[src/design/ccr_pkg.sv]
// Constants shared by the charger configuration register bank
package ccr_pkg;
    // Register offsets
    localparam logic [7:0] OFS_FAST_CURR = 8'h04;
    localparam logic [7:0] OFS_PRE_TERM = 8'h05;
    localparam logic [7:0] OFS_VOLT = 8'h06;
    localparam logic [7:0] OFS_TIMER = 8'h07;
    // Reset values
    localparam logic [7:0] RST_FAST_CURR = 8'h20;
    localparam logic [7:0] RST_PRE_TERM = 8'h13;
    localparam logic [7:0] RST_VOLT = 8'h5E;
    localparam logic [7:0] RST_TIMER = 8'h9D;
    // Field positions, fast-charge current register
    localparam int FC_PULSE_EN_BIT = 7;
    localparam int FC_CODE_MSB = 6;
    localparam int FC_LOW_MSB = 5;
    // Field positions, precharge and termination register
    localparam int PT_PRE_MSB = 7;
    localparam int PT_PRE_LSB = 4;
    localparam int PT_TERM_MSB = 3;
    // Field positions, charge voltage register
    localparam int CV_CODE_MSB = 7;
    localparam int CV_CODE_LSB = 2;
    localparam int CV_EXIT_BIT = 1;
    localparam int CV_RECHG_BIT = 0;
    // Field positions, timer control register
    localparam int TC_TERM_EN_BIT = 7;
    localparam int TC_STATUS_OFF_BIT = 6;
    localparam int TC_WD_MSB = 5;
    localparam int TC_WD_LSB = 4;
    localparam int TC_TMR_EN_BIT = 3;
    localparam int TC_TMR_MSB = 2;
    localparam int TC_TMR_LSB = 1;
    localparam int TC_COOL_BIT = 0;
    // Decoding constants
    localparam logic [6:0] FC_CODE_MAX = 7'h3F;
    localparam logic [5:0] CV_CODE_MAX = 6'h30;
    localparam logic [12:0] CV_OFFSET_MV = 13'h0F00;
    localparam logic [11:0] EXIT_LOW_MV = 12'hAF0;
    localparam logic [11:0] EXIT_HIGH_MV = 12'hBB8;
    // Watchdog periods in seconds
    localparam logic [7:0] WD_40S = 8'h28;
    localparam logic [7:0] WD_80S = 8'h50;
    localparam logic [7:0] WD_160S = 8'hA0;
    // Safety timer durations in hours
    localparam logic [4:0] TMR_5H = 5'h05;
    localparam logic [4:0] TMR_8H = 5'h08;
    localparam logic [4:0] TMR_12H = 5'h0C;
    localparam logic [4:0] TMR_20H = 5'h14;
    // Clock rate and one second in cycles
    localparam longint CLOCK_HZ = 40000000;
    localparam longint SECOND_S = 1;
    localparam longint SECOND_CYCLES = CLOCK_HZ * SECOND_S;
endpackage

[src/design/ccr_regs.sv]
// Charger configuration registers 04h-07h with field decoding
module ccr_regs #(
    parameter longint SEC_CYCLES = ccr_pkg::SECOND_CYCLES
) (
    input wire logic clock,                 // Device clock, 40 MHz
    input wire logic rst,                   // Async reset, high
    input wire logic [7:0] reg_addr,        // Register address
    input wire logic reg_wr,                // Write strobe
    input wire logic [7:0] reg_wdata,       // Write data
    output logic [7:0] reg_rdata,           // Read data, one cycle late
    input wire logic reg_reset_req,         // Software register reset
    input wire logic watchdog_restart_wr,   // Host wrote restart bit
    output logic watchdog_restart,          // Restart bit as read back
    output logic watchdog_expired,          // Expiry pulse
    input wire logic pulse_up_wr,           // Host wrote pulse-up bit
    input wire logic pulse_down_wr,         // Host wrote pulse-down bit
    input wire logic pulse_done,            // Pulse sequence finished
    output logic pulse_ctrl_enable,         // Pulse control enabled
    output logic pulse_volt_up_req,         // Pulse-up request
    output logic pulse_volt_down_req,       // Pulse-down request
    output logic [11:0] fast_charge_current,   // Fast current, mA
    output logic fast_charge_off,              // Charging disabled
    output logic [10:0] precharge_current,     // Precharge, mA
    output logic [10:0] termination_current,   // Termination, mA
    output logic [12:0] charge_voltage,        // Charge voltage, mV
    output logic [11:0] precharge_exit_threshold, // Exit level, mV
    output logic recharge_threshold,           // Recharge select bit
    output logic termination_enable,           // Termination enabled
    output logic status_pin_disable,           // Status pin off
    output logic [7:0] watchdog_period,        // Period, s, 0 = off
    output logic safety_timer_enable,          // Safety timer on
    output logic [4:0] safety_timer_duration,  // Duration, hours
    output logic [11:0] cool_band_current      // Cool band current, mA
);
    // Stored register contents
    logic [7:0] fast_curr_reg;
    logic [7:0] pre_term_reg;
    logic [7:0] volt_reg;
    logic [7:0] timer_reg;

    // Restart bit and pulse requests as held state
    logic restart_bit;
    logic up_req;
    logic down_req;

    // Watchdog expiry from the timer
    logic wd_expire;

    // Any event that puts every field back to its default
    wire restore = reg_reset_req || wd_expire;

    // Address decode for writes
    wire wr_fast = reg_wr && (reg_addr == ccr_pkg::OFS_FAST_CURR);
    wire wr_pre = reg_wr && (reg_addr == ccr_pkg::OFS_PRE_TERM);
    wire wr_volt = reg_wr && (reg_addr == ccr_pkg::OFS_VOLT);
    wire wr_timer = reg_wr && (reg_addr == ccr_pkg::OFS_TIMER);

    // Read selection; addresses outside the bank read as zero
    wire [7:0] rd_sel =
        (reg_addr == ccr_pkg::OFS_FAST_CURR) ? fast_curr_reg :
        (reg_addr == ccr_pkg::OFS_PRE_TERM) ? pre_term_reg :
        (reg_addr == ccr_pkg::OFS_VOLT) ? volt_reg :
        (reg_addr == ccr_pkg::OFS_TIMER) ? timer_reg : 8'h00;

    // Next register values; restore beats a write in the same cycle
    wire [7:0] next_fast_curr = restore ? ccr_pkg::RST_FAST_CURR :
        wr_fast ? reg_wdata : fast_curr_reg;
    wire [7:0] next_pre_term = restore ? ccr_pkg::RST_PRE_TERM :
        wr_pre ? reg_wdata : pre_term_reg;
    wire [7:0] next_volt = restore ? ccr_pkg::RST_VOLT :
        wr_volt ? reg_wdata : volt_reg;
    wire [7:0] next_timer = restore ? ccr_pkg::RST_TIMER :
        wr_timer ? reg_wdata : timer_reg;

    // Register storage
    always_ff @(posedge clock or posedge rst) begin
        if (rst) begin
            fast_curr_reg <= ccr_pkg::RST_FAST_CURR;
            pre_term_reg <= ccr_pkg::RST_PRE_TERM;
            volt_reg <= ccr_pkg::RST_VOLT;
            timer_reg <= ccr_pkg::RST_TIMER;
        end else begin
            fast_curr_reg <= next_fast_curr;
            pre_term_reg <= next_pre_term;
            volt_reg <= next_volt;
            timer_reg <= next_timer;
        end
    end

    // Field extraction from the stored registers
    wire pulse_en = fast_curr_reg[ccr_pkg::FC_PULSE_EN_BIT];
    wire [6:0] fc_code = fast_curr_reg[ccr_pkg::FC_CODE_MSB:0];
    wire [5:0] fc_low = fast_curr_reg[ccr_pkg::FC_LOW_MSB:0];
    wire [3:0] pre_code =
        pre_term_reg[ccr_pkg::PT_PRE_MSB:ccr_pkg::PT_PRE_LSB];
    wire [3:0] term_code = pre_term_reg[ccr_pkg::PT_TERM_MSB:0];
    wire [5:0] cv_code =
        volt_reg[ccr_pkg::CV_CODE_MSB:ccr_pkg::CV_CODE_LSB];
    wire [1:0] wd_sel = timer_reg[ccr_pkg::TC_WD_MSB:ccr_pkg::TC_WD_LSB];
    wire [1:0] tmr_sel =
        timer_reg[ccr_pkg::TC_TMR_MSB:ccr_pkg::TC_TMR_LSB];

    // Fast-charge current: clamp first, then 64mA per step
    wire [6:0] fc_clamped = (fc_code > ccr_pkg::FC_CODE_MAX) ?
        ccr_pkg::FC_CODE_MAX : fc_code;
    wire [11:0] fc_ma = {fc_clamped[5:0], 6'h00};
    wire fc_zero = (fc_code == 7'h00);

    // Precharge and termination: code plus one, times 64mA; precharge is zero when fc_low is zero
    wire [4:0] pre_steps = {1'b0, pre_code} + 5'h01;
    wire [4:0] term_steps = {1'b0, term_code} + 5'h01;
    wire [10:0] pre_ma = (fc_low == 6'h00) ? 11'h000 :
        {pre_steps, 6'h00};
    wire [10:0] term_ma = {term_steps, 6'h00};

    // Charge voltage: clamp, then offset plus 16mV per step
    wire [5:0] cv_clamped = (cv_code > ccr_pkg::CV_CODE_MAX) ?
        ccr_pkg::CV_CODE_MAX : cv_code;
    wire [12:0] cv_mv = ccr_pkg::CV_OFFSET_MV +
        {3'h0, cv_clamped, 4'h0};

    // Precharge exit threshold select
    wire [11:0] exit_mv = volt_reg[ccr_pkg::CV_EXIT_BIT] ?
        ccr_pkg::EXIT_HIGH_MV : ccr_pkg::EXIT_LOW_MV;

    // Watchdog period decode
    logic [7:0] wd_s;
    always_comb begin
        case (wd_sel)
            2'b01: wd_s = ccr_pkg::WD_40S;
            2'b10: wd_s = ccr_pkg::WD_80S;
            2'b11: wd_s = ccr_pkg::WD_160S;
            default: wd_s = 8'h00;
        endcase
    end

    // Safety timer duration decode
    logic [4:0] tmr_h;
    always_comb begin
        case (tmr_sel)
            2'b00: tmr_h = ccr_pkg::TMR_5H;
            2'b01: tmr_h = ccr_pkg::TMR_8H;
            2'b10: tmr_h = ccr_pkg::TMR_12H;
            default: tmr_h = ccr_pkg::TMR_20H;
        endcase
    end

    // Cool band scaling; divide by five rounds down to whole mA
    wire [11:0] cool_fifth = 12'(fc_ma / 12'h005);
    wire [11:0] cool_half = {1'b0, fc_ma[11:1]};
    wire [11:0] cool_ma = timer_reg[ccr_pkg::TC_COOL_BIT] ?
        cool_fifth : cool_half;

    // Fast-charge current in mA, already clamped
    always_ff @(posedge clock or posedge rst) begin
        if (rst)
            fast_charge_current <= 12'h000;
        else
            fast_charge_current <= fc_ma;
    end

    // Charge-off flag; a zero code must not regulate to 0mA
    always_ff @(posedge clock or posedge rst) begin
        if (rst)
            fast_charge_off <= 1'b0;
        else
            fast_charge_off <= fc_zero;
    end

    // Precharge current, forced to zero when the low six fast-code bits are zero
    always_ff @(posedge clock or posedge rst) begin
        if (rst)
            precharge_current <= 11'h000;
        else
            precharge_current <= pre_ma;
    end

    // Termination current in mA
    always_ff @(posedge clock or posedge rst) begin
        if (rst)
            termination_current <= 11'h000;
        else
            termination_current <= term_ma;
    end

    // Charge voltage in mV, already clamped
    always_ff @(posedge clock or posedge rst) begin
        if (rst)
            charge_voltage <= 13'h0000;
        else
            charge_voltage <= cv_mv;
    end

    // Precharge exit threshold in mV
    always_ff @(posedge clock or posedge rst) begin
        if (rst)
            precharge_exit_threshold <= 12'h000;
        else
            precharge_exit_threshold <= exit_mv;
    end

    // Recharge select bit, passed through as stored
    always_ff @(posedge clock or posedge rst) begin
        if (rst)
            recharge_threshold <= 1'b0;
        else
            recharge_threshold <= volt_reg[ccr_pkg::CV_RECHG_BIT];
    end

    // Termination enable bit
    always_ff @(posedge clock or posedge rst) begin
        if (rst)
            termination_enable <= 1'b0;
        else
            termination_enable <= timer_reg[ccr_pkg::TC_TERM_EN_BIT];
    end

    // Status pin disable bit
    always_ff @(posedge clock or posedge rst) begin
        if (rst)
            status_pin_disable <= 1'b0;
        else
            status_pin_disable <=
                timer_reg[ccr_pkg::TC_STATUS_OFF_BIT];
    end

    // Watchdog period in seconds; zero means off
    always_ff @(posedge clock or posedge rst) begin
        if (rst)
            watchdog_period <= 8'h00;
        else
            watchdog_period <= wd_s;
    end

    // Safety timer enable bit
    always_ff @(posedge clock or posedge rst) begin
        if (rst)
            safety_timer_enable <= 1'b0;
        else
            safety_timer_enable <=
                timer_reg[ccr_pkg::TC_TMR_EN_BIT];
    end

    // Safety timer duration in hours
    always_ff @(posedge clock or posedge rst) begin
        if (rst)
            safety_timer_duration <= 5'h00;
        else
            safety_timer_duration <= tmr_h;
    end

    // Cool band current; the slow divide settles before this flop
    always_ff @(posedge clock or posedge rst) begin
        if (rst)
            cool_band_current <= 12'h000;
        else
            cool_band_current <= cool_ma;
    end

    // Read data follows the address one cycle later
    always_ff @(posedge clock or posedge rst) begin
        if (rst)
            reg_rdata <= 8'h00;
        else
            reg_rdata <= rd_sel;
    end

    // Restart bit: a new write wins over the self-clear
    wire next_restart_bit = watchdog_restart_wr ? 1'b1 : 1'b0;

    // Host watchdog; the held bit itself restarts the count
    ccr_watchdog #(
        .SEC_CYCLES(int'(SEC_CYCLES))
    ) u_watchdog (
        .clock(clock),
        .rst(rst),
        .restart(restart_bit),
        .period_s(wd_s),
        .expire(wd_expire)
    );

    // Pulse requests: set only while enabled, set wins over completion.
    // Dropping the enable cancels a pending request so it has no effect.
    wire next_up_req = restore ? 1'b0 :
        !pulse_en ? 1'b0 :
        pulse_up_wr ? 1'b1 :
        pulse_done ? 1'b0 : up_req;
    wire next_down_req = restore ? 1'b0 :
        !pulse_en ? 1'b0 :
        pulse_down_wr ? 1'b1 :
        pulse_done ? 1'b0 : down_req;

    // Request and restart flags
    always_ff @(posedge clock or posedge rst) begin
        if (rst) begin
            restart_bit <= 1'b0;
            up_req <= 1'b0;
            down_req <= 1'b0;
        end else begin
            restart_bit <= next_restart_bit;
            up_req <= next_up_req;
            down_req <= next_down_req;
        end
    end

    // Outputs mirror the held flags
    assign watchdog_restart = restart_bit;
    assign pulse_volt_up_req = up_req;
    assign pulse_volt_down_req = down_req;

    // Enable output, one cycle behind the stored bit
    always_ff @(posedge clock or posedge rst) begin
        if (rst)
            pulse_ctrl_enable <= 1'b0;
        else
            pulse_ctrl_enable <= pulse_en;
    end

    // Expiry output, one cycle after the restore it caused
    always_ff @(posedge clock or posedge rst) begin
        if (rst)
            watchdog_expired <= 1'b0;
        else
            watchdog_expired <= wd_expire;
    end
endmodule

[src/design/ccr_watchdog.sv]
// Host watchdog timer counting whole seconds up to the chosen period
module ccr_watchdog #(
    parameter int SEC_CYCLES = 40000000
) (
    input wire logic clock,            // Device clock
    input wire logic rst,              // Async reset, high
    input wire logic restart,          // Restart the count
    input wire logic [7:0] period_s,   // Period, zero disables
    output logic expire                // One-cycle expiry pulse
);
    logic [31:0] tick_cnt;
    logic [7:0] sec_cnt;
    wire tick = (tick_cnt == 32'(SEC_CYCLES - 1));
    wire off = (period_s == 8'h00);
    wire last = tick && (sec_cnt == period_s - 8'h01);

    // Prescaler, held clear while disabled or restarted
    always_ff @(posedge clock or posedge rst) begin
        if (rst)
            tick_cnt <= 32'h0;
        else if (off || restart || tick)
            tick_cnt <= 32'h0;
        else
            tick_cnt <= tick_cnt + 32'h1;
    end

    // Seconds count; wraps on expiry so a silent host sees it repeat
    always_ff @(posedge clock or posedge rst) begin
        if (rst) begin
            sec_cnt <= 8'h00;
            expire <= 1'b0;
        end else begin
            expire <= !off && !restart && last;
            if (off || restart || last)
                sec_cnt <= 8'h00;
            else if (tick)
                sec_cnt <= sec_cnt + 8'h01;
        end
    end
endmodule

[config.mk]
export PLATFORM = sky130hd
export DESIGN_NAME = ccr_regs
export DESIGN_NICKNAME = d
export VERILOG_FILES = /design/src/design/ccr_pkg.sv /design/src/design/ccr_regs.sv /design/src/design/ccr_watchdog.sv
export SDC_FILE = /design/constraint.sdc
export NUM_CORES = 1
export LEC_CHECK = 0
export BUFFER_PORTS_ARGS = -buffer_cell sky130_fd_sc_hd__buf_4
export CAP_MARGIN = 10
export CORE_MARGIN = 5
export CORE_UTILIZATION = 45
export CTS_CLUSTER_SIZE = 25
export DETAILED_ROUTE_END_ITERATION = 6
export GPL_TIMING_DRIVEN = 0
export PLACE_DENSITY = 0.71
export RECOVER_POWER = 100
export SYNTH_ARGS = -nofsm -noshare
export SYNTH_HDL_FRONTEND = slang
export SYNTH_HIERARCHICAL = 1
export SYNTH_SLANG_ARGS = --single-unit
[constraint.sdc]
create_clock -name clock -period 11.7 [get_ports clock]
set_clock_uncertainty 0.15 [all_clocks]
set_input_delay 2.925 -clock clock [delete_from_list [all_inputs] [get_ports clock]]
set_output_delay 2.925 -clock clock [all_outputs]
set_load 0.01 [all_outputs]
==> reports/results.txt, run 1 <==
status = complete, but fails checks
failing checks = max-capacitance violations, max-slew violations
Synth Cell Area = 0.00795 mm²
Die Span Y = 143 µm
area of the multi-input gates = 0.00406 mm²
simple-gate area share of the yosys netlist = 22.3%
Cells after Synth = 849
Synth Area in XOR/XNOR = 5.62%
Fmax = 0.0935 GHz
Post-synth EDFFs = 0
crit start category = flop
TritonCTS clock tree = yes
vias in the first global route = 6229
largest family of logic cells by synthesized area = simple AND/OR/NAND/NOR gates
post-synthesis register bit count = 137
layout cell share with drive strength beyond 1 = 14.5%
Resized cells post-CTS = 0
number of CTS-inserted buffers = 17
hold_sp = u_watchdog/expire
Clock Power Share = 48.5%
setup_tns = 0 ns
antenna cells = 0
Port Buffers = 93
Leakage = 4.20 nW
Synth Flop Type = dfrtp_1
DRT Pass-1 Iters = 5
largest net degree at the start of global routing = 59
part of the power in registers = 41.1%
leading cell type in the layout, fill and taps excluded = dfrtp_1
Critical Path Max Stage Delay = 0.43 ns
WHS Path Cells = 0
mux cell area share after synthesis = 4.13%
cell count of the worst reg-to-reg path = 45
io pins = 126
RSZ-0062 raised after global routing = no
switching pwr = 0.000287 W
die footprint = 0.0204 mm²
Crit-path slowest cell = ha_1
RR Endpoint = cool_band_current[0]
Synth async-reset ratio = 100%
clock tree root driver cell = clkbuf_16
Total GRT Usage = 18.6%
Post-Route WL = 18.5 mm
final setup vio count = 0
nets = 1054
Slew Limit Fails = 141
Syn Area/Cell = 9.36 µm²
Final min period = 10.69 ns
Final ANT Viol Nets = 0
CP arrival = 10.85 ns
Die Width = 143 µm
Crit Path Class = reg -> reg
Ys Warns = 6
maximum VDD drop = 0.117 mV
Starting Density = 45.9%
Via density = 5.30
Largest Register = u_watchdog/tick_cnt
most frequent cells in the layout = dfrtp_1 (123), nor2_1 (98), clkbuf_1 (93)
hpwl dp = 13.5 mm
switching share of power = 24.3%
Routed wire per std cell = 14.8 µm
worst slew pin tran = 2.88 ns
Power Internal = 0.000894 W
Worst Hold End = watchdog_expired
Adder-Cell Fraction of Synth Area = 3.31%
Rel. slew slack = -92.0%
filler instances = 1612
reg2reg setup slack = 1.01 ns
global-route wire length before repair = 30.9 mm
HP Class = reg -> reg
Clk Latency, worst-skew pair = 0.42 ns
crit end category = flop
H-tree depth = 4
PwrDens = 125 mW/mm²
combinational group share of total power = 10.4%
initial antenna violation count = 0
Placer Congestion = 0.869
vias = 6609
Netlist cell types = 88
FF+latch area = 0.00345 mm²
area growth from synthesis to layout = 19.0%
# hold bufs at CTS = 0
crit path max fanout = 10
clock sink count = 137
origin of the critical flop-to-flop path = fast_curr_reg[6]
biggest registers after layout = u_watchdog/tick_cnt: 32 flops, cool_band_current: 11 flops
Synth Area in Compound Gates = 13.8%
global route overflow = 0
WP data required = 11.86 ns
core area = 0.0173 mm²
number of post-CTS setup repair buffers = 0
Worst-path clk slew = 0.06 ns
fin crit share = 91.4%
Max clock buf depth = 2
# rows = 48
max FFs per register = 32
Worst path most repeated cell = ha_1
post-synthesis sequential area ratio = 43.4%
Setup WS post-layout = 1.01 ns
max-cap viol count = 3
pre-CTS WS = 1.17 ns
endpoints failing hold = 0
drt first-iter violations = 408
final routed DRC violation total = 0
logic make-up after synthesis:
logic type,count (synthesis)
and+or+nand+nor,350
DFF,137
AOI/OAI and AO/OA,155
muxes,22
adders and majority gates,21
xor gates and xnor gates,51
buffers and inverters,111
other,2
metal layers:
| metal | part of all wire, % | vias to the layer above | track usage (%) |
|---|---|---|---|
| li1 | - | 3238 | - |
| met1 | 45 | 3141 | 25.5 |
| met2 | 48 | 207 | 29.8 |
| met3 | 5.7 | 23 | 3.92 |
| met4 | 1.3 | 0 | 5.60 |
| met5 | 0 | - | 0 |
cell usage after synthesis, types with 6 or more instances:
cell	number	area [µm²]
nor4_1	12	75.1
and3_1	9	56.3
o21ai_0	28	140
or4_1	6	45.0
dfstp_2	14	368
xor2_1	29	254
buf_2	9	45.0
nand3_1	38	190
nand4_1	16	100
nor2b_1	18	113
clkbuf_1	19	71.3
xnor2_1	22	193
buf_4	40	300
o22ai_1	7	43.8
mux4_2	8	180
mux2i_1	10	100
or3_1	13	81.3
a21oi_1	38	190
nor3_1	10	50.1
inv_1	40	150
nand2_1	83	312
ha_1	21	263
o211ai_1	12	90.1
and2_1	13	81.3
dfrtp_1	123	3080
nor2_1	96	360
worst max-delay path by stage:
stage,cells after the start,slack (ns),end,start
after detailed placement,45,1.17,cool_band_current[0],fast_curr_reg[6]
final,45,1.01,cool_band_current[0],fast_curr_reg[6]
after CTS,45,1.16,cool_band_current[0],fast_curr_reg[6]
after global placement,45,1.22,cool_band_current[0],fast_curr_reg[6]
after floorplan,44,2.54,cool_band_current[0],fast_curr_reg[6]
after global routing,46,0.05,cool_band_current[0],fast_curr_reg[3]
power by group through the flow:
| stage | clock, W | sequential (W) | combinational (W) |
|---|---|---|---|
| finish | 0.000573 | 0.000485 | 0.000123 |
| global route | 0.000607 | 0.000486 | 0.000138 |
| CTS | 0.000583 | 0.000485 | 0.000131 |
| detailed placement | 0 | 0.000493 | 0.000130 |
| global placement | 0 | 0.000493 | 0.000127 |
| floorplan | 0 | 0.000497 | 0.0000880 |
metrics by stage:
stage / utilization [%] / power, W / area [µm²] / instances / hold slack, ns
2_1_floorplan: - / 0.000585 / 8120 / 895 / 0.218
4_1_cts: 56.5 / 0.00120 / 9780 / 1247 / 0.263
5_1_grt: 54.7 / 0.00123 / 9460 / 1247 / 0.282
6_report: 54.7 / 0.00118 / 9460 / 1247 / 0.275
3_5_place_dp: 52.9 / 0.000624 / 9140 / 1215 / 0.233
3_3_place_gp: 52.6 / 0.000621 / 9100 / 1213 / 0.225
area by class of cell:
| cell class | instances | area share [%] |
|---|---|---|
| Multi-Input combinational cell | 647 | 43.0 |
| Sequential cell | 137 | 36.4 |
| Timing Repair Buffer | 95 | 4.80 |
| Clock buffer | 17 | 4.50 |
| Buffer | 70 | 4.45 |
| Tap cell | 225 | 2.98 |
| Clock inverter | 15 | 2.22 |
| Inverter | 41 | 1.64 |
critical path, delay by kind of cell (launching register included):
| kind | cells | cell delay (ns) |
|---|---|---|
| AOI/OAI and AO/OA | 15 | 3.69 |
| xor gates and xnor gates | 2 | 0.38 |
| adders and majority gates | 8 | 2.39 |
| buffers and inverters | 11 | 1.60 |
| DFF | 1 | 0.36 |
| and+or+nand+nor | 9 | 1.98 |
(Power assumes the default switching activity.)
==> inputs of run 2 (changes only) <==
Settings changed: CELL_PAD_IN_SITES_DETAIL_PLACEMENT from default to 0, CELL_PAD_IN_SITES_GLOBAL_PLACEMENT from default to 1, PLACE_DENSITY 0.71 to 0.87.
Clock period 11.7 ns to 12.4 ns, I/O delays scaled along.
==> run 2 against run 1 <==
The run still ends with max-capacitance violations, max-slew violations left. Cell area down 0.34%. First-iteration DRC count decreased by 12%. Power is 7.3% lower. Combinational power decreased by 5%. Maximum frequency decreased by 3.0%. Wire length grew 2.6%. Highest routed layer unchanged. Via count shrank 0.62%. Final cell count is the same. Flip-flop and latch count stayed put.
==> reports/results.txt, run 2 (synthesis gave the netlist of run 1 again) <==
status = complete, but fails checks
Max clock buf depth = 2 (unchanged)
Critical Path Max Stage Delay = 0.45 ns (+0.02 ns)
failing checks = max-capacitance violations, max-slew violations
WP data required = 12.55 ns (+0.69 ns)
Die Width = 143 µm (unchanged)
largest net degree at the start of global routing = 72 (+22%)
crit end category = flop
Die Span Y = 143 µm (unchanged)
pre-CTS WS = 1.81 ns (+0.647 ns)
Routed wire per std cell = 15.2 µm (+2.6%)
area growth from synthesis to layout = 18.6%
antenna cells = 0 (unchanged)
vias = 6568 (-0.62%)
PwrDens = 116 mW/mm² (-7.0%)
Worst-path clk slew = 0.06 ns (about the same)
drt first-iter violations = 359 (-12%)
RSZ-0062 raised after global routing = no
TritonCTS clock tree = yes
layout cell share with drive strength beyond 1 = 14.5% (unchanged)
clock tree root driver cell = clkbuf_16
area of the multi-input gates = 0.00407 mm² (about the same)
DRT Pass-1 Iters = 4 (-1)
# rows = 48 (unchanged)
nets = 1054 (unchanged)
CP arrival = 11.18 ns (+0.33 ns)
hpwl dp = 13.8 mm (+2.3%)
crit path max fanout = 10 (unchanged)
Post-Route WL = 19.0 mm (+2.6%)
Resized cells post-CTS = 0 (unchanged)
max-cap viol count = 2 (-1)
number of CTS-inserted buffers = 17 (unchanged)
Setup WS post-layout = 1.38 ns (+0.373 ns)
clock sink count = 137 (unchanged)
Slew Limit Fails = 114 (-19%)
most frequent cells in the layout = dfrtp_1 (123), nor2_1 (98), clkbuf_1 (95)
Largest Register = u_watchdog/tick_cnt
crit start category = flop
Port Buffers = 93 (unchanged)
vias in the first global route = 6223 (-0.096%)
Final ANT Viol Nets = 0 (unchanged)
hold_ws = 0.247 ns (-0.0281 ns)
max FFs per register = 32 (unchanged)
# hold bufs at CTS = 0 (unchanged)
Crit-path slowest cell = o22ai_1
filler instances = 1658 (+2.9%)
maximum VDD drop = 0.124 mV (+5.9%)
final setup vio count = 0 (unchanged)
H-tree depth = 4 (unchanged)
DP Area = 0.00914 mm² (unchanged)
Via density = 5.27 (-0.62%)
initial antenna violation count = 0 (unchanged)
Placer Congestion = 0.844 (-2.9%)
Crit Path Class = reg -> reg
Clk Latency, worst-skew pair = 0.42 ns (about the same)
leading cell type in the layout, fill and taps excluded = dfrtp_1
final routed DRC violation total = 0 (unchanged)
global route overflow = 0 (unchanged)
FF+latch area = 0.00345 mm² (unchanged)
io pins = 126 (unchanged)
Starting Density = 45.9% (unchanged)
core area = 0.0173 mm² (unchanged)
Finished Cell Area = 0.00942 mm² (-0.34%)
Final min period = 11.02 ns (+0.327 ns)
number of post-CTS setup repair buffers = 0 (unchanged)
biggest registers after layout = u_watchdog/tick_cnt: 32 flops, cool_band_current: 11 flops
HP Class = reg -> reg
worst slew pin tran = 3.59 ns (+0.713 ns)
Fmax = 0.0907 GHz (-3.0%)
Rel. slew slack = -139% (-48 points)
Leakage = 4.20 nW (-0.17%)
setup_tns = 0 ns (unchanged)
Total GRT Usage = 18.9% (+0.29 points)
global-route wire length before repair = 31.4 mm (+1.4%)
Worst path most repeated cell = ha_1
die footprint = 0.0204 mm² (unchanged)
endpoints failing hold = 0 (unchanged)
fin crit share = 88.9% (-2.5 points)
## run 2: cell types whose count changed in the layout (fill, tap and decap cells not counted), sizes merged
cell,change
clkinv,+1
inv,-2
buf,-1
clkbuf,+3
bufinv,-1
## run 2: layer usage
| metal | up-vias | part of all wire (%) | global-route usage (%) |
|---|---|---|---|
| li1 | 3233 | - | - |
| met1 | 3145 | 46 | 26.2 |
| met2 | 165 | 48 | 30.5 |
| met3 | 25 | 5.2 | 4.25 |
| met4 | 0 | 1.3 | 4.20 |
| met5 | - | 0 | 0 |
## run 2: worst max-delay path, delay by kind of cell (launching register included)
family                   cells  cell delay [ns]
AND/OR/NAND/NOR             10             2.15
AO/OA/AOI/OAI               14             3.64
buffers and inverters       10             1.77
adder cells (fa/ha/maj)      8             2.38
XOR/XNOR                     2             0.31
multiplexers                 1             0.16
flip-flops                   1             0.34
## run 2: power breakdown
group,internal [W],switching (W)
sequential,0.000455,0.00000272
clock,0.000324,0.000197
combinational,0.0000486,0.0000682
total,0.000827,0.000268
## run 2: worst paths after layout
check                      cells after the start              endpoint              start  slack (ns)
min in group asynchronous                      2    charge_voltage[12]                rst        2.76
setup reg to reg                              45  cool_band_current[0]   fast_curr_reg[6]        1.38
hold / removal                                 0      watchdog_expired  u_watchdog/expire        0.25
hold reg to reg                                0      watchdog_expired  u_watchdog/expire        0.25
max in group asynchronous                      3  precharge_current[7]                rst        5.45
setup / recovery                              45  cool_band_current[0]   fast_curr_reg[6]        1.38
## run 2: layout make-up
class / count / area share, %
Tap cell: 225 / 2.99
Clock buffer: 19 / 4.70
Timing Repair Buffer: 95 / 4.82
Sequential cell: 137 / 36.6
Multi-Input combinational cell: 647 / 43.1
Inverter: 41 / 1.65
Clock inverter: 13 / 1.77
Buffer: 70 / 4.38
## run 2: through the flow
| step | std cells | util [%] | total power (W) |
|---|---|---|---|
| final | 1247 | 54.5 | 0.00110 |
| after global routing | 1247 | 54.5 | 0.00114 |
| after CTS | 1247 | 56.4 | 0.00111 |
| after detailed placement | 1215 | 52.9 | 0.000589 |
| after global placement | 1213 | 52.6 | 0.000586 |
| after floorplan | 895 | - | 0.000552 |
==> inputs of run 3 (changes only) <==
Settings changed: ABC_AREA from default to 1, PLACE_DENSITY 0.87 to 0.9, SYNTH_HIERARCHICAL 1 to default.
==> run 3 against run 2 <==
The flow still finishes with violations (max-capacitance violations, max-slew violations). Power up 140%. Utilization about the same. Via count down 3.6%. Wire length down 7.7%. Die area down 3.4%. Combinational power rose to 14 times the previous value. Final cell count up 5.6%. Register-to-register slack better by 2.1 ns. Setup slack better by 2.1 ns. Synthesized cell count up 11%. Sequential power up 9.6%. Critical endpoint unchanged.
==> reports/results.txt, run 3 <==
total power = 0.00266 W (+140%)
layout cell share with drive strength beyond 1 = 17.3% (+2.8 points)
most frequent cells after synthesis = nand2_1 (189), inv_1 (130), dfrtp_1 (123)
initial antenna violation count = 0 (unchanged)
Ys Warns = 0 (-6)
Placer Congestion = 0.847 (+0.33%)
largest net degree at the start of global routing = 75 (+4.2%)
leading cell type in the layout, fill and taps excluded = nand2_1
RSZ-0062 raised after global routing = no
global route overflow = 0 (unchanged)
antenna cells = 0 (unchanged)
CP arrival = 9.04 ns (-2.14 ns)
Syn Area/Cell = 8.14 µm² (-13%)
TritonCTS clock tree = yes
global-route wire length before repair = 29.5 mm (-5.8%)
Synth Cell Area = 0.00765 mm² (-3.7%)
PwrDens = 293 mW/mm² (+150%)
# rows = 47 (-2.1%)
# hold bufs at CTS = 0 (unchanged)
Rel. slew slack = -117% (+22 points)
Die Span Y = 140 µm (-1.7%)
vias = 6329 (-3.6%)
biggest registers after layout = u_watchdog.tick_cnt: 32 flops, cool_band_current: 11 flops
setup_tns = 0 ns (unchanged)
core area = 0.0166 mm² (-3.8%)
Port Buffers = 94 (+1.1%)
Critical Path Max Stage Delay = 0.53 ns (+0.08 ns)
Synth area leader = dfrtp_1
final routed DRC violation total = 0 (unchanged)
number of post-CTS setup repair buffers = 0 (unchanged)
Post-Route Utilization = 54.5% (about the same)
Cells after Synth = 940 (+11%)
Crit Path Class = reg -> reg
Starting Density = 46.0% (+0.062 points)
vias in the first global route = 6162 (-0.98%)
worst slew pin tran = 3.26 ns (-0.332 ns)
status = complete, but fails checks
fin crit share = 71.7% (-17 points)
Via density = 4.81 (-8.8%)
WP data required = 12.55 ns (about the same)
crit end category = flop
nets = 1132 (+7.4%)
failing checks = max-capacitance violations, max-slew violations
max FFs per register = 32 (unchanged)
drt first-iter violations = 337 (-6.1%)
max-cap viol count = 2 (unchanged)
Crit-path slowest cell = nor2_1
Resized cells post-CTS = 0 (unchanged)
Max clock buf depth = 2 (unchanged)
Largest Register = u_watchdog.tick_cnt
endpoints failing hold = 0 (unchanged)
final setup vio count = 0 (unchanged)
Leakage = 4.54 nW (+8.2%)
area share of the largest cell type after synthesis = 40.2% (+1.5 points)
Post-Route WL = 17.5 mm (-7.7%)
clock sink count = 137 (unchanged)
Cells after DPL = 1285 (+5.8%)
Final min period = 8.89 ns (-2.13 ns)
Final ANT Viol Nets = 0 (unchanged)
Routed wire per std cell = 13.3 µm (-13%)
DRT Pass-1 Iters = 5 (+1)
Clk Latency, worst-skew pair = 0.42 ns (about the same)
fin cells = 1317 (+5.6%)
top-count cell post-synth = nand2_1
Total GRT Usage = 18.3% (-0.57 points)
Area contributors post-synth = dfrtp_1 (40%), nand2_1 (9.3%), inv_1 (6.4%), dfstp_2 (4.8%), o21ai_0 (4.2%)
HP Class = reg -> reg
crit path max fanout = 10 (unchanged)
clock tree root driver cell = clkbuf_16
Synth Flop Type = dfrtp_1
most frequent cells in the layout = nand2_1 (195), inv_1 (130), dfrtp_1 (123)
Netlist cell types = 49 (-44%)
Worst path most repeated cell = nand2_1
number of CTS-inserted buffers = 17 (unchanged)
maximum VDD drop = 0.218 mV (+76%)
Worst-path clk slew = 0.06 ns (about the same)
io pins = 126 (unchanged)
Slew Limit Fails = 140 (+23%)
Post-synth EDFFs = 0 (unchanged)
area growth from synthesis to layout = 18.5%
Fmax = 0.112 GHz (+24%)
post-synthesis sequential area ratio = 45.0% (+1.6 points)
Die Width = 140 µm (-1.7%)
filler instances = 1599 (-3.6%)
post-synthesis register bit count = 137 (unchanged)
Synth async-reset ratio = 100% (unchanged)
die footprint = 0.0197 mm² (-3.4%)
crit start category = flop
H-tree depth = 4 (unchanged)
hpwl dp = 13.3 mm (-3.8%)
## run 3: area by class of cell
| class | instances | area (µm²) | share of cell area, % |
|---|---|---|---|
| multi-input combinational | 642 | 3380 | 37.3 |
| clock buffer | 18 | 439 | 4.84 |
| tap | 220 | 275 | 3.04 |
| inverter | 144 | 544 | 6.00 |
| clock inverter | 14 | 186 | 2.06 |
| timing repair buffer | 95 | 465 | 5.13 |
| buffer | 47 | 327 | 3.60 |
| sequential | 137 | 3450 | 38.0 |
## run 3: worst max-delay path: cells and delay by family (launching register included)
family / cells / cell delay, ns
and+or+nand+nor: 39 / 5.18
AOI/OAI and AO/OA: 2 / 0.26
adders and majority gates: 7 / 1.82
buffers and inverters: 11 / 0.82
DFF: 1 / 0.51
## run 3: per-stage QoR
step	hold WS, ns	instance area [µm²]	worst slack, ns
floorplan	0.204	7770	5.37
global placement	0.224	8750	3.99
detailed placement	0.227	8780	4.46
CTS	0.244	9410	4.38
global route	0.250	9070	2.52
finish	0.240	9070	3.51
## run 3: worst paths after layout
kind	start	to	slack (ns)	depth (start not counted)
worst max-delay path	fast_curr_reg[6]	cool_band_current[0]	3.51	59
worst min-delay path	u_watchdog.expire	watchdog_expired	0.24	0
worst max register to register	fast_curr_reg[6]	cool_band_current[0]	3.51	59
worst min register to register	u_watchdog.expire	watchdog_expired	0.24	0
max in group asynchronous	rst	charge_voltage[11]	4.59	3
min in group asynchronous	rst	cool_band_current[2]	3.45	2
## run 3: logic make-up after synthesis
group                    count (synthesis)  share of synthesized area [%]
buffers and inverters                  191                           11.4
AO/OA/AOI/OAI                          140                           10.4
flip-flops                             137                           45.0
AND/OR/NAND/NOR                        439                           28.4
other                                    2                         0.0981
adder cells (fa/ha/maj)                 24                           3.92
XOR/XNOR                                 7                          0.801
## run 3: report_power, final
part / internal [W] / switching (W) / total [W]
sequential: 0.000485 / 0.0000166 / 0.000501
combinational: 0.000544 / 0.00108 / 0.00162
clock: 0.000326 / 0.000207 / 0.000533
## run 3: layer usage
metal	GRT usage [%]	vias up	share of wire, %
met1	23.2	2882	44
met5	0	-	0
met2	31.5	169	49
met3	4.64	26	5.3
met4	4.59	0	1.6
li1	-	3252	-
